`config.mk`:
```
export PLATFORM = sky130hd
export DESIGN_NAME = enable_output_config_decode
export DESIGN_NICKNAME = d
export VERILOG_FILES = /design/src/enable_output_cfg_pkg.sv /design/src/enable_output_config_decode.sv
export SDC_FILE = /design/constraint.sdc
export NUM_CORES = 1
export LEC_CHECK = 0
export BUFFER_PORTS_ARGS = -buffer_cell sky130_fd_sc_hd__buf_2
export CORE_MARGIN = 2
export CORE_UTILIZATION = 52
export CTS_CLUSTER_SIZE = 16
export DETAILED_ROUTE_END_ITERATION = 12
export PLACE_DENSITY_LB_ADDON = 0.12
export REMOVE_ABC_BUFFERS = 1
export SYNTH_ARGS = -nofsm -noshare
export SYNTH_HDL_FRONTEND = slang
export SYNTH_SLANG_ARGS = --single-unit
```
`constraint.sdc`:
```
create_clock -name clk_sys -period 4.7 [get_ports clk_sys]
set_clock_uncertainty 0.15 [all_clocks]
set_input_delay 0.94 -clock clk_sys [delete_from_list [all_inputs] [get_ports clk_sys]]
set_output_delay 0.94 -clock clk_sys [all_outputs]
set_load 0.005 [all_outputs]
```
`src/enable_output_cfg_pkg.sv`:
```
package enable_output_cfg_pkg;

  // register offsets on the host register port
  localparam logic [7:0] OFS_CFG_A = 8'h1f;
  localparam logic [7:0] OFS_CFG_B = 8'h20;
  localparam logic [7:0] OFS_CFG_C = 8'h21;
  localparam logic [7:0] OFS_CFG_D = 8'h22;

  // reset value of every configuration byte: open-drain active-low
  localparam logic [7:0] CFG_RESET  = 8'h00;
  // writable bits of the fourth byte; bits 7:6 read as zero
  localparam logic [7:0] CFG_D_MASK = 8'h3f;
  localparam logic [7:0] RDATA_NONE = 8'h00;

  // output counts
  localparam int MAX_OUT   = 12;
  localparam int TRACK_OUT = 4;
  localparam int PUMP_OUT  = 6;
  localparam int WIDE_OUT  = 6;

  // field positions (low bit of each field)
  localparam int POS_OUT1     = 0;
  localparam int POS_OUT2     = 3;
  localparam int POS_OUT3_LO  = 6;
  localparam int POS_OUT3_HI  = 0;
  localparam int POS_OUT4     = 1;
  localparam int POS_OUT5     = 4;
  localparam int POS_OUT6_LO  = 7;
  localparam int POS_OUT6_HI  = 0;
  localparam int POS_OUT7     = 2;
  localparam int POS_OUT8     = 4;
  localparam int POS_OUT9     = 6;
  localparam int POS_OUT10    = 0;
  localparam int POS_OUT11    = 2;
  localparam int POS_OUT12    = 4;

  // mode codes
  localparam logic [2:0] CODE_OD_LOW  = 3'h0;
  localparam logic [2:0] CODE_OD_HIGH = 3'h1;
  localparam logic [2:0] CODE_PP_LOW  = 3'h2;
  localparam logic [2:0] CODE_PP_HIGH = 3'h3;
  localparam logic [2:0] CODE_TRACK   = 3'h4;
  localparam logic [2:0] CODE_PUMP    = 3'h5;
  localparam logic [2:0] CODE_RSVD    = 3'h6;

  // bit meanings inside a plain enable code
  localparam int BIT_HIGH = 0;
  localparam int BIT_PP   = 1;
  localparam int BIT_SPEC = 2;

endpackage

```
`src/enable_output_config_decode.sv`:
```
`timescale 1ns/1ps

// Contract
// - output 1 decodes bits 2:0 of the first byte as open-drain or push-pull, active low or active high.
// - on outputs 1 to 4 code 100 selects closed-loop tracking instead of plain enable signalling.
// - on outputs 1 to 6 code 101 selects charge-pump drive toward the paired monitor input plus 5V.
// - output 2 takes its code from bits 5:3 of the first byte with the same meanings.
// - output 3 takes its low two bits from first-byte bits 7:6 and its top bit from second-byte bit 0.
// - output 4 takes its code from bits 3:1 of the second byte, tracking and pump included.
// - output 5 takes bits 6:4 of the second byte and code 100 is reserved with no tracking.
// - output 6 takes its low bit from second-byte bit 7 and top bits from third-byte bits 1:0, 100 reserved.
// - outputs 7 to 12 decode two-bit fields in third-byte bits 3:2, 5:4, 7:6 and fourth-byte 1:0, 3:2, 5:4.
// - a build parameter picks twelve or eight outputs, and fields 9 to 12 do nothing with eight.
// - after reset and before any request each output sits at the deasserted level of its mode.
module enable_output_config_decode
  import enable_output_cfg_pkg::*;
#(
  parameter int NUM_OUT = 12
) (
  // clock and reset
  input  wire logic                                clk_sys,
  input  wire logic                                rst,
  // register port from the serial host interface
  input  wire logic                                reg_wr,
  input  wire logic                                reg_rd,
  input  wire logic [7:0]                          reg_addr,
  input  wire logic [7:0]                          reg_wdata,
  output logic      [7:0]                          reg_rdata,
  // assert requests from the sequencer
  input  wire logic [enable_output_cfg_pkg::MAX_OUT-1:0] assert_req,
  // enable output pins
  output logic      [enable_output_cfg_pkg::MAX_OUT-1:0] pin_out,
  output logic      [enable_output_cfg_pkg::MAX_OUT-1:0] pin_oe_n,
  // analog mode controls
  output logic      [enable_output_cfg_pkg::MAX_OUT-1:0] track_en,
  output logic      [enable_output_cfg_pkg::MAX_OUT-1:0] pump_en
);
  import enable_output_cfg_pkg::*;

  logic [7:0]         cfg_a_q, cfg_a_d;
  logic [7:0]         cfg_b_q, cfg_b_d;
  logic [7:0]         cfg_c_q, cfg_c_d;
  logic [7:0]         cfg_d_q, cfg_d_d;
  logic [7:0]         rdata_q, rdata_d;
  logic [MAX_OUT-1:0] out_q, out_d;
  logic [MAX_OUT-1:0] oe_n_q, oe_n_d;
  logic [MAX_OUT-1:0] track_q, track_d;
  logic [MAX_OUT-1:0] pump_q, pump_d;
  logic [2:0]         code_w [MAX_OUT];

  // register writes and registered read data
  always_comb begin
    cfg_a_d = cfg_a_q;
    cfg_b_d = cfg_b_q;
    cfg_c_d = cfg_c_q;
    cfg_d_d = cfg_d_q;
    rdata_d = rdata_q;
    if (reg_wr) begin
      if (reg_addr == OFS_CFG_A) begin
        cfg_a_d = reg_wdata;
      end else if (reg_addr == OFS_CFG_B) begin
        cfg_b_d = reg_wdata;
      end else if (reg_addr == OFS_CFG_C) begin
        cfg_c_d = reg_wdata;
      end else if (reg_addr == OFS_CFG_D) begin
        cfg_d_d = reg_wdata & CFG_D_MASK; // reserved top bits
      end
    end
    if (reg_rd) begin
      if (reg_addr == OFS_CFG_A) begin
        rdata_d = cfg_a_q;
      end else if (reg_addr == OFS_CFG_B) begin
        rdata_d = cfg_b_q;
      end else if (reg_addr == OFS_CFG_C) begin
        rdata_d = cfg_c_q;
      end else if (reg_addr == OFS_CFG_D) begin
        rdata_d = cfg_d_q;
      end else begin
        rdata_d = RDATA_NONE; // unmapped offset
      end
    end
  end

  always_ff @(posedge clk_sys or posedge rst) begin
    if (rst) begin
      cfg_a_q <= CFG_RESET;
      cfg_b_q <= CFG_RESET;
      cfg_c_q <= CFG_RESET;
      cfg_d_q <= CFG_RESET;
      rdata_q <= RDATA_NONE;
    end else begin
      cfg_a_q <= cfg_a_d;
      cfg_b_q <= cfg_b_d;
      cfg_c_q <= cfg_c_d;
      cfg_d_q <= cfg_d_d;
      rdata_q <= rdata_d;
    end
  end

  // field extraction, two-bit fields padded to three with a zero top bit
  assign code_w[0]  = cfg_a_q[POS_OUT1 +: 3];
  assign code_w[1]  = cfg_a_q[POS_OUT2 +: 3];
  assign code_w[2]  = {cfg_b_q[POS_OUT3_HI], cfg_a_q[POS_OUT3_LO +: 2]};
  assign code_w[3]  = cfg_b_q[POS_OUT4 +: 3];
  assign code_w[4]  = cfg_b_q[POS_OUT5 +: 3];
  assign code_w[5]  = {cfg_c_q[POS_OUT6_HI +: 2], cfg_b_q[POS_OUT6_LO]};
  assign code_w[6]  = {1'b0, cfg_c_q[POS_OUT7 +: 2]};
  assign code_w[7]  = {1'b0, cfg_c_q[POS_OUT8 +: 2]};
  assign code_w[8]  = {1'b0, cfg_c_q[POS_OUT9 +: 2]};
  assign code_w[9]  = {1'b0, cfg_d_q[POS_OUT10 +: 2]};
  assign code_w[10] = {1'b0, cfg_d_q[POS_OUT11 +: 2]};
  assign code_w[11] = {1'b0, cfg_d_q[POS_OUT12 +: 2]};

  // per-output mode decode and pin drive
  always_comb begin
    logic [2:0] c;
    logic       lvl;
    c       = CODE_OD_LOW;
    lvl     = 1'b0;
    out_d   = '0;
    oe_n_d  = '1;
    track_d = '0;
    pump_d  = '0;
    for (int i = 0; i < MAX_OUT; i++) begin
      c   = code_w[i];
      lvl = assert_req[i] ~^ c[BIT_HIGH]; // level follows polarity
      if (i >= NUM_OUT) begin
        oe_n_d[i] = 1'b1;
      end else if (!c[BIT_SPEC]) begin
        out_d[i]  = lvl;
        oe_n_d[i] = c[BIT_PP] ? 1'b0 : lvl;
      end else if (c == CODE_TRACK && i < TRACK_OUT) begin
        track_d[i] = assert_req[i];
        oe_n_d[i]  = assert_req[i]; // gate held low until the loop takes over
      end else if (c == CODE_PUMP && i < PUMP_OUT) begin
        pump_d[i]  = assert_req[i];
        oe_n_d[i]  = assert_req[i];
      end else begin
        oe_n_d[i] = 1'b1;
      end
    end
  end

  // pins start released and reach the decoded level one edge after reset
  always_ff @(posedge clk_sys or posedge rst) begin
    if (rst) begin
      out_q   <= '0;
      oe_n_q  <= '1;
      track_q <= '0;
      pump_q  <= '0;
    end else begin
      out_q   <= out_d;
      oe_n_q  <= oe_n_d;
      track_q <= track_d;
      pump_q  <= pump_d;
    end
  end

  assign reg_rdata = rdata_q;
  assign pin_out   = out_q;
  assign pin_oe_n  = oe_n_q;
  assign track_en  = track_q;
  assign pump_en   = pump_q;
endmodule // enable_output_config_decode

```
## Word level (Yosys, flattened, before mapping)

Cells that the tools add are included.

| cells by class | value |
|---|---|
| equal/unequal tests | 14 |
| muxes and demuxes | 62 |
| bitwise operators | 15 |
| reduce and logical (&&, ||, !) cells | 4 |

Operator list:

| operator | count |
|---|---|
| 1-bit 2-to-1 mux | 58 |
| 3-bit == test (second input constant) | 10 |
| 8-bit by 6-bit == test with 1-bit output (second input constant) | 3 |
| 8-bit 2-to-1 mux | 3 |
| 1-bit bitwise XNOR | 12 |
| 8-bit by 5-bit == test with 1-bit output (second input constant) | 1 |
| 6-bit 2-to-1 mux | 1 |
| 5-bit AND reduction | 1 |
| 4-bit AND reduction | 1 |
| 1-bit inverter | 3 |
| 3-bit AND reduction | 1 |
| 2-bit AND reduction | 1 |

| word-level totals | value |
|---|---|
| register bits after elaboration | 72 |
| bits of input ports | 32 |

## Longest topological paths before layout

Gate-level depths: netlist (run 1).

| depth | value |
|---|---|
| word-level depth | 5 |
| depth in mapped cells | 5 |
| mapped depth without buffers | 3 |

## Worst setup path after synthesis (run 1)

Ideal clock, no wire load.

| path | value |
|---|---|
| path type | input to register |
| start point | in reg_addr[1] |
| end point | reg cfg_c_q[0] |
| arrival time | 2.009 ns |
| slack | 2.416 ns |
| stages on the path | 5 |
| buffers on the path | 2 |
| path through | clkbuf_8 nor4b_4 and3_2 buf_6 mux2_2 |

| on the way | value |
|---|---|
| cells in the longest elaborated chain, start to end | 3 |
| elaborated cells between the ends (all ways) | 6 |
| those cells by class | eq/ne: 3; bitwise: 2; reduce/logical: 1 |

Ends and longest elaborated chain:

| item | RTL line | text |
|---|---|---|
| start, declared | enable_output_config_decode.sv:26 | `input wire logic [7:0] reg_addr,` |
| 8-bit by 6-bit == test with 1-bit output / 8-bit by 5-bit == test with 1-bit output (equally long branches) | enable_output_config_decode.sv:61, enable_output_config_decode.sv:59 |  |
| 1-bit inverter (no line) | -- |  |
| 4-bit AND reduction (no line) (*) | -- |  |
| end signal, assigned | enable_output_config_decode.sv:94 | `cfg_c_q <= cfg_c_d;` |
| end, declared | enable_output_config_decode.sv:42 | `logic [7:0] cfg_c_q, cfg_c_d;` |

Every way passes the cells marked *; elsewhere a longest branch is shown, timed or not.
A chain may end at the register's enable or synchronous reset.

## Worst setup path after layout (run 1)

| path | value |
|---|---|
| start point | in reg_addr[0] |
| end point | reg rdata_q[7] (netlist: reg_rdata[7]) |

| on the way | value |
|---|---|
| cells in the longest elaborated chain, start to end | 4 |
| elaborated cells between the ends (all ways) | 6 |
| those cells by class | eq/ne: 3; mux: 3 |

Ends and longest elaborated chain:

| item | RTL line | text |
|---|---|---|
| 8-bit by 6-bit == test with 1-bit output | enable_output_config_decode.sv:74 | `end else if (reg_addr == OFS_CFG_C) begin` |
| 8-bit 2-to-1 mux | enable_output_config_decode.sv:74 |  |
| 8-bit 2-to-1 mux | enable_output_config_decode.sv:72 | `end else if (reg_addr == OFS_CFG_B) begin` |
| 8-bit 2-to-1 mux (*) | enable_output_config_decode.sv:70 | `if (reg_addr == OFS_CFG_A) begin` |
| end signal, assigned | enable_output_config_decode.sv:96 | `rdata_q <= rdata_d;` |
| end, declared | enable_output_config_decode.sv:44 | `logic [7:0] rdata_q, rdata_d;` |

Marks and branches as above.

==> flow_summary.toml, run 1 <==
[floorplan]
die_height_um = 81.8
fp.coreArea_um2 = 5890
ios = 88
fp-row-count = 28
die_area_um2 = 6690
dieWidth_um = 81.8
initial_core_util_pct = 53.5

[clocking]
post-cts-setup-buffers = 0
clock_latency_ns = 0.35
clkSlewWorstSetupHoldPaths_ns = 0.07
cts_buf_count = 9
cts-root-to-sink-buffers = 2
cts_root_buf = "sky130_fd_sc_hd__clkbuf_8"
postCtsHoldBufs = 0
post_cts.resized_instances = 0
cts_sinks = 72
clock_tree_from_tritoncts = "done"
cts_max_level = 3

[setup_path]
cp_top_family = "simple AND/OR/NAND/NOR gates"
timing.critical_path.from_type = "input port"
required_arrival_time_at_the_worst_endpoint_ns = 4.82
worst_setup_path_end_kind = "register"
critical_path_arrival_ns = 2.59
worst_path_max_delay_cell = "sky130_fd_sc_hd__nor4bb_1"
worst_path_fanout_max = 13
cp_max_stage_delay_ns = 0.98
critical_path.n_buffers_inverters = 1
cp_cell_sequence = "buf_2, nor4bb_1, nand3_1, o21ai_0"
timing.setup.critical_path_class = "in -> reg"

[drt]
first_pass_iters = 4
ant_nets = 0
avgViaCountPerCell = 5.23
detail_route.drc_violations = 0
avgRoutedWirePerCell_um = 16.0
wl_um = 6390
via_total_after_detailed_routing = 2088
drt_first_iter_violations = 79

[placement]
post-dp-hpwl_um = 4570
placement.cell_area_um2 = 3500
place_congestion = 0.783
port_buffers = 73

[timing]
final_hold_viol_count = 0
min_hold_slack_ns = 0.279
worst_pin_slew_ns = 1.19
finalSetupTns_ns = 0
fin_crit_sh_pct = 52.5
slew_viol_final = 0
max_freq_mhz = 405
rsz0062_at_grt = "false"
setup_violations = 0
slew_headroom_pct = 19.6
minimum_clock_period_ns = 2.47

[worst_hold_path]
min_path_type = "reg -> reg"

[logic_synthesis]
synth_seq_cells = 72
mean_post_synth_cell_area_um2 = 13.0
synthesized_netlist_cell_count = 243
post_synth_instance_area_um2 = 3150
synth.distinct_cells = 37
ys_seq_area_share_pct = 57.7
yosys_warnings = 0

[power_and_ir_drop]
internal_power_uw = 973
powerDensity_nw_per_um2 = 346
vdd_ir_drop_max_mv = 0.208
power.share.switching_pct = 23.8
power_frac_clock_pct = 37.6
power_switching_uw = 304
total_power_mw = 1.28
power.share.sequential_pct = 53.1
combinationalPowerShare_pct = 9.4
static-leakage-power_nw = 1.83

[global_routing]
first_pass_grt_wire_length_um = 9990
grt_use_total_pct = 21.0
first_global_vias = 2003
global_route.overflow_total = 0
number_of_antenna_violations_at_the_first_check_in_global_routing = 0
grt_max_degree = 40

[final_layout]
num-nets-final = 351
fillCellCount = 509
fraction_of_layout_instances_using_a_drive_strength_above_1_pct = 44.1
seqCellArea_um2 = 1820
finish.instance_area_um2 = 3690
multiInputGateArea_um2 = 1200
area.growth.synth_to_final_pct = 17.2
insertedDiodeCount = 0

[flow_run]
max-cap-violations = 0

[status]
outcome = "completed"
==> final cells by class <==
class / count / area share, %
Clock buffer: 12 / 3.93
Clock inverter: 4 / 1.22
Inverter: 5 / 0.508
Multi-Input combinational cell: 157 / 32.5
Sequential cell: 72 / 49.2
Tap cell: 75 / 2.54
Timing Repair Buffer: 74 / 10.1
==> metal layers <==
| layer | global-route usage [%] | share of wire [%] | up-vias |
|---|---|---|---|
| li1 | - | - | 990 |
| met1 | 27.5 | 45 | 1024 |
| met2 | 31.8 | 48 | 63 |
| met3 | 7.25 | 5.6 | 11 |
| met4 | 9.00 | 1.8 | 0 |
| met5 | 0 | 0 | - |
==> layout by cell type, fill, tap and decap left out, types with 5 or more instances in the layout <==
| cell | netlist | layout |
|---|---|---|
| sky130_fd_sc_hd__buf_2 | 2 | 73 |
| sky130_fd_sc_hd__dfrtp_1 | 60 | 60 |
| sky130_fd_sc_hd__mux2_2 | 32 | 32 |
| sky130_fd_sc_hd__o21ai_0 | 16 | 16 |
| sky130_fd_sc_hd__nor2b_1 | 15 | 15 |
| sky130_fd_sc_hd__conb_1 | 1 | 14 |
| sky130_fd_sc_hd__dfstp_2 | 12 | 12 |
| sky130_fd_sc_hd__clkbuf_8 | 1 | 10 |
| sky130_fd_sc_hd__nand2_1 | 8 | 8 |
| sky130_fd_sc_hd__xnor2_1 | 6 | 6 |
| sky130_fd_sc_hd__a21oi_1 | 6 | 6 |
| sky130_fd_sc_hd__mux2i_1 | 6 | 6 |
| sky130_fd_sc_hd__a2bb2oi_1 | 6 | 6 |
| sky130_fd_sc_hd__a41oi_1 | 6 | 6 |
| sky130_fd_sc_hd__nor2_1 | 5 | 5 |
==> stage by stage <==
| step | worst slack (ns) | std cells | util (%) |
|---|---|---|---|
| 3_5_place_dp | 1.86 | 383 | 59.5 |
| 6_report | 2.23 | 399 | 62.7 |
| 4_1_cts | 2.18 | 399 | 62.7 |
| 3_3_place_gp | 1.94 | 383 | 59.5 |
| 2_1_floorplan | 1.80 | 234 | - |
| 5_1_grt | 2.09 | 399 | 62.7 |
==> power groups by stage <==
stage / registers (mW) / clock network [mW] / logic [mW]
detailed placement: 0.690 / 0 / 0.120
global route: 0.683 / 0.511 / 0.134
floorplan: 0.689 / 0 / 0.0586
CTS: 0.679 / 0.490 / 0.121
finish: 0.678 / 0.480 / 0.119
global placement: 0.689 / 0 / 0.117
==> flip-flops by register name, indices dropped and copies added, names as in the netlist <==
signal,count
pin_oe_n,12
pin_out,12
cfg_a_q,8
cfg_b_q,8
cfg_c_q,8
reg_rdata,8
cfg_d_q,6
pump_en,6
track_en,4
==> worst paths after layout <==
kind | from | endpoint | slack, ns | cells past startpoint
min in group asynchronous | rst | pin_out[10] | 0.59 | 2
min reg2reg | cfg_c_q[3] | pin_oe_n[6] | 0.28 | 1
max | reg_addr[0] | reg_rdata[7] | 2.23 | 4
max reg2reg | cfg_b_q[1] | pin_oe_n[3] | 3.35 | 3
min | cfg_c_q[3] | pin_oe_n[6] | 0.28 | 1
max in group asynchronous | rst | pin_oe_n[8] | 2.83 | 3
==> synth_stat cells <==
library cell / number / area share [%]
sky130_fd_sc_hd__dfrtp_1: 60 / 48
sky130_fd_sc_hd__mux2_2: 32 / 11
sky130_fd_sc_hd__o21ai_0: 16 / 2.5
sky130_fd_sc_hd__nor2b_1: 15 / 3.0
sky130_fd_sc_hd__buf_4: 14 / 3.3
sky130_fd_sc_hd__dfstp_2: 12 / 10
sky130_fd_sc_hd__nand2_1: 8 / 0.95
sky130_fd_sc_hd__a21oi_1: 6 / 0.95
sky130_fd_sc_hd__a2bb2oi_1: 6 / 1.7
sky130_fd_sc_hd__a41oi_1: 6 / 1.7
sky130_fd_sc_hd__mux2i_1: 6 / 1.9
sky130_fd_sc_hd__xnor2_1: 6 / 1.7
sky130_fd_sc_hd__inv_1: 5 / 0.60
sky130_fd_sc_hd__nor2_1: 5 / 0.60
sky130_fd_sc_hd__nor3b_1: 4 / 0.95
sky130_fd_sc_hd__o21a_1: 4 / 0.95
sky130_fd_sc_hd__or2_2: 4 / 0.79
sky130_fd_sc_hd__and4_1: 3 / 0.83
sky130_fd_sc_hd__clkbuf_1: 3 / 0.36
sky130_fd_sc_hd__a31oi_1: 2 / 0.40
sky130_fd_sc_hd__buf_2: 2 / 0.32
sky130_fd_sc_hd__buf_6: 2 / 0.72
sky130_fd_sc_hd__nand2b_1: 2 / 0.40
sky130_fd_sc_hd__nand3_1: 2 / 0.32
sky130_fd_sc_hd__nor3_1: 2 / 0.32
sky130_fd_sc_hd__nor4b_4: 2 / 1.5
sky130_fd_sc_hd__nor4bb_1: 2 / 0.64
sky130_fd_sc_hd__o22a_1: 2 / 0.56
sky130_fd_sc_hd__xor2_1: 2 / 0.56
sky130_fd_sc_hd__and2_2: 1 / 0.24
sky130_fd_sc_hd__and3_2: 1 / 0.24
sky130_fd_sc_hd__and4b_1: 1 / 0.32
sky130_fd_sc_hd__and4b_2: 1 / 0.36
sky130_fd_sc_hd__clkbuf_8: 1 / 0.44
sky130_fd_sc_hd__conb_1: 1 / 0.12
sky130_fd_sc_hd__nand3b_2: 1 / 0.36
sky130_fd_sc_hd__nor4b_1: 1 / 0.28
==> logic make-up after synthesis <==
logic type / Yosys count / synth area share, %
compound gates: 42 / 8.74
buf+inv: 27 / 5.76
simple gates: 55 / 12.1
xor+xnor: 8 / 2.23
mux: 38 / 13.4
flops: 72 / 57.7
other cells: 1 / 0.119
==> worst register-to-register path, stage by stage (launching register included) <==
cell	delay [ns]
sky130_fd_sc_hd__dfrtp_1	0.43
sky130_fd_sc_hd__or2_2	0.33
sky130_fd_sc_hd__o21a_1	0.17
sky130_fd_sc_hd__o21ai_0	0.20
(Power assumes the default switching activity.)
==> run 2: changes to the inputs <==
==> constraint.sdc (replaced) <==
create_clock -name clk_sys -period 2.55 [get_ports clk_sys]
set_clock_uncertainty 0.15 [all_clocks]
set_input_delay 0.51 -clock clk_sys [delete_from_list [all_inputs] [get_ports clk_sys]]
set_output_delay 0.51 -clock clk_sys [all_outputs]
set_load 0.005 [all_outputs]
==> run 2 against run 1 <==
  * Sequential cell count unchanged
  * Sequential power increased by 84%
  * Critical path depth unchanged
  * Register-to-register slack got worse by 2.1 ns
  * Count of clock-buffer cells in the layout increased by 1
  * First-iteration DRC count decreased by 2.5%
  * Global-route usage decreased by 0.62 points
  * Wire length increased by 1.5%
  * Highest routed layer unchanged
  * Non-clock buffer count increased by 3
  * Worst setup slack got worse by 1.4 ns
  * Combinational power increased by 90%
==> flow_summary.toml, run 2 (same netlist as run 1, synthesis figures left out) <==
[drt]
drt_first_iter_violations = 77
avgViaCountPerCell = 5.27
avgRoutedWirePerCell_um = 16.1
first_pass_iters = 4
ant_nets = 0
via_total_after_detailed_routing = 2117
wl_um = 6480
detail_route.drc_violations = 0

[setup_path]
cp_cell_sequence = "buf_2, nor4b_4, and4_1, mux2_2"
timing.critical_path.from_type = "input port"
worst_path_max_delay_cell = "sky130_fd_sc_hd__nor4b_4"
rr_startpoint = "cfg_b_q[1]"
timing.setup.critical_path_class = "in -> reg"
worst_setup_path_end_kind = "register"
cp_max_stage_delay_ns = 0.42
rr_endpoint = "pin_oe_n[3]"
worstRegToRegCells = 3
timing.reg2reg.setup_slack_ns = 1.23
required_arrival_time_at_the_worst_endpoint_ns = 2.62
critical_path_arrival_ns = 1.83
worst_path_fanout_max = 6

[flow_run]
max-cap-violations = 0

[floorplan]
fp.coreArea_um2 = 5890
initial_core_util_pct = 53.5
dieWidth_um = 81.8
die_height_um = 81.8
ios = 88
die_area_um2 = 6690
fp-row-count = 28

[placement]
placement.cell_area_um2 = 3540
dp_slack_ns = 0.448
port_buffers = 73
dpl.cell_count = 386
post-dp-hpwl_um = 4650
place_congestion = 0.791

[global_routing]
grt_use_total_pct = 20.4
first_pass_grt_wire_length_um = 9830
global_route.overflow_total = 0
first_global_vias = 2008
number_of_antenna_violations_at_the_first_check_in_global_routing = 0
grt_max_degree = 73

[clocking]
clock_latency_ns = 0.33
cts_sinks = 72
post_cts.resized_instances = 0
cts_root_buf = "sky130_fd_sc_hd__clkbuf_8"
post-cts-setup-buffers = 0
cts-root-to-sink-buffers = 2
postCtsHoldBufs = 0
clkSlewWorstSetupHoldPaths_ns = 0.07
cts_buf_count = 9
clock_tree_from_tritoncts = "done"
cts_max_level = 3

[final_layout]
finish.instance_area_um2 = 3730
stdcell_count = 402
fraction_of_layout_instances_using_a_drive_strength_above_1_pct = 44.6
fillCellCount = 503
final_common_cell = "sky130_fd_sc_hd__buf_2"
area.growth.synth_to_final_pct = 18.6
num-nets-final = 354
utilization_pct = 63.5
insertedDiodeCount = 0
layout.cells.most_common_list = "73 x sky130_fd_sc_hd__buf_2, 60 x sky130_fd_sc_hd__dfrtp_1, 32 x sky130_fd_sc_hd__mux2_2"

[timing]
setup_violations = 0
fin_crit_sh_pct = 69.2
max_freq_mhz = 567
slew_viol_final = 0
worst_slack_ns = 0.785
minimum_clock_period_ns = 1.76
min_hold_slack_ns = 0.0736
finalSetupTns_ns = 0
final_hold_viol_count = 0
rsz0062_at_grt = "false"

[power_and_ir_drop]
powerDensity_nw_per_um2 = 637
power_switching_uw = 551
static-leakage-power_nw = 1.85
power.share.sequential_pct = 52.6
internal_power_mw = 1.83
power.share.switching_pct = 23.1
power_frac_clock_pct = 37.9
vdd_ir_drop_max_mv = 0.454
total_power_mw = 2.38
combinationalPowerShare_pct = 9.5

[status]
outcome = "completed"

[worst_hold_path]
min_path_type = "in -> async"
[run 2: how the worst max path moves through the flow]
stage                           start          to  slack (ns)  cells past startpoint
after global placement    reg_addr[4]  cfg_d_q[2]        0.47                      4
after CTS                 reg_addr[4]  cfg_d_q[1]        0.80                      4
after floorplan                   rst  cfg_a_q[0]        0.08                      1
final                     reg_addr[4]  cfg_d_q[1]        0.79                      4
after global routing      reg_addr[4]  cfg_d_q[0]        0.72                      4
after detailed placement  reg_addr[4]  cfg_d_q[4]        0.45                      4
[run 2: power groups by stage]
stage	clock (mW)	combinational, mW	sequential, mW
after floorplan	0	0.108	1.27
after detailed placement	0	0.228	1.27
final	0.903	0.226	1.25
after CTS	0.917	0.229	1.25
after global placement	0	0.222	1.27
after global routing	0.969	0.252	1.26
[run 2: final cells by class]
cell class	instances	area (um2)	share of cell area, %
clock buffer	13	159	4.25
clock inverter	3	40.0	1.07
inverter	5	18.8	0.503
multi-input combinational	157	1200	32.1
sequential	72	1820	48.6
tap	75	93.8	2.51
timing repair buffer	77	408	10.9
[run 2: critical path, delay by kind of cell]
kind	cells	cell delay (ns)
and+or+nand+nor	2	0.84
buffers and inverters	1	0.12
muxes	1	0.37
[run 2: per-layer routing]
layer | up-vias | share of wire [%] | global-route usage [%]
li1 | 991 | - | -
met1 | 1056 | 42 | 26.0
met2 | 60 | 51 | 33.5
met3 | 10 | 4.8 | 4.51
met4 | 0 | 1.7 | 8.83
met5 | - | 0 | 0
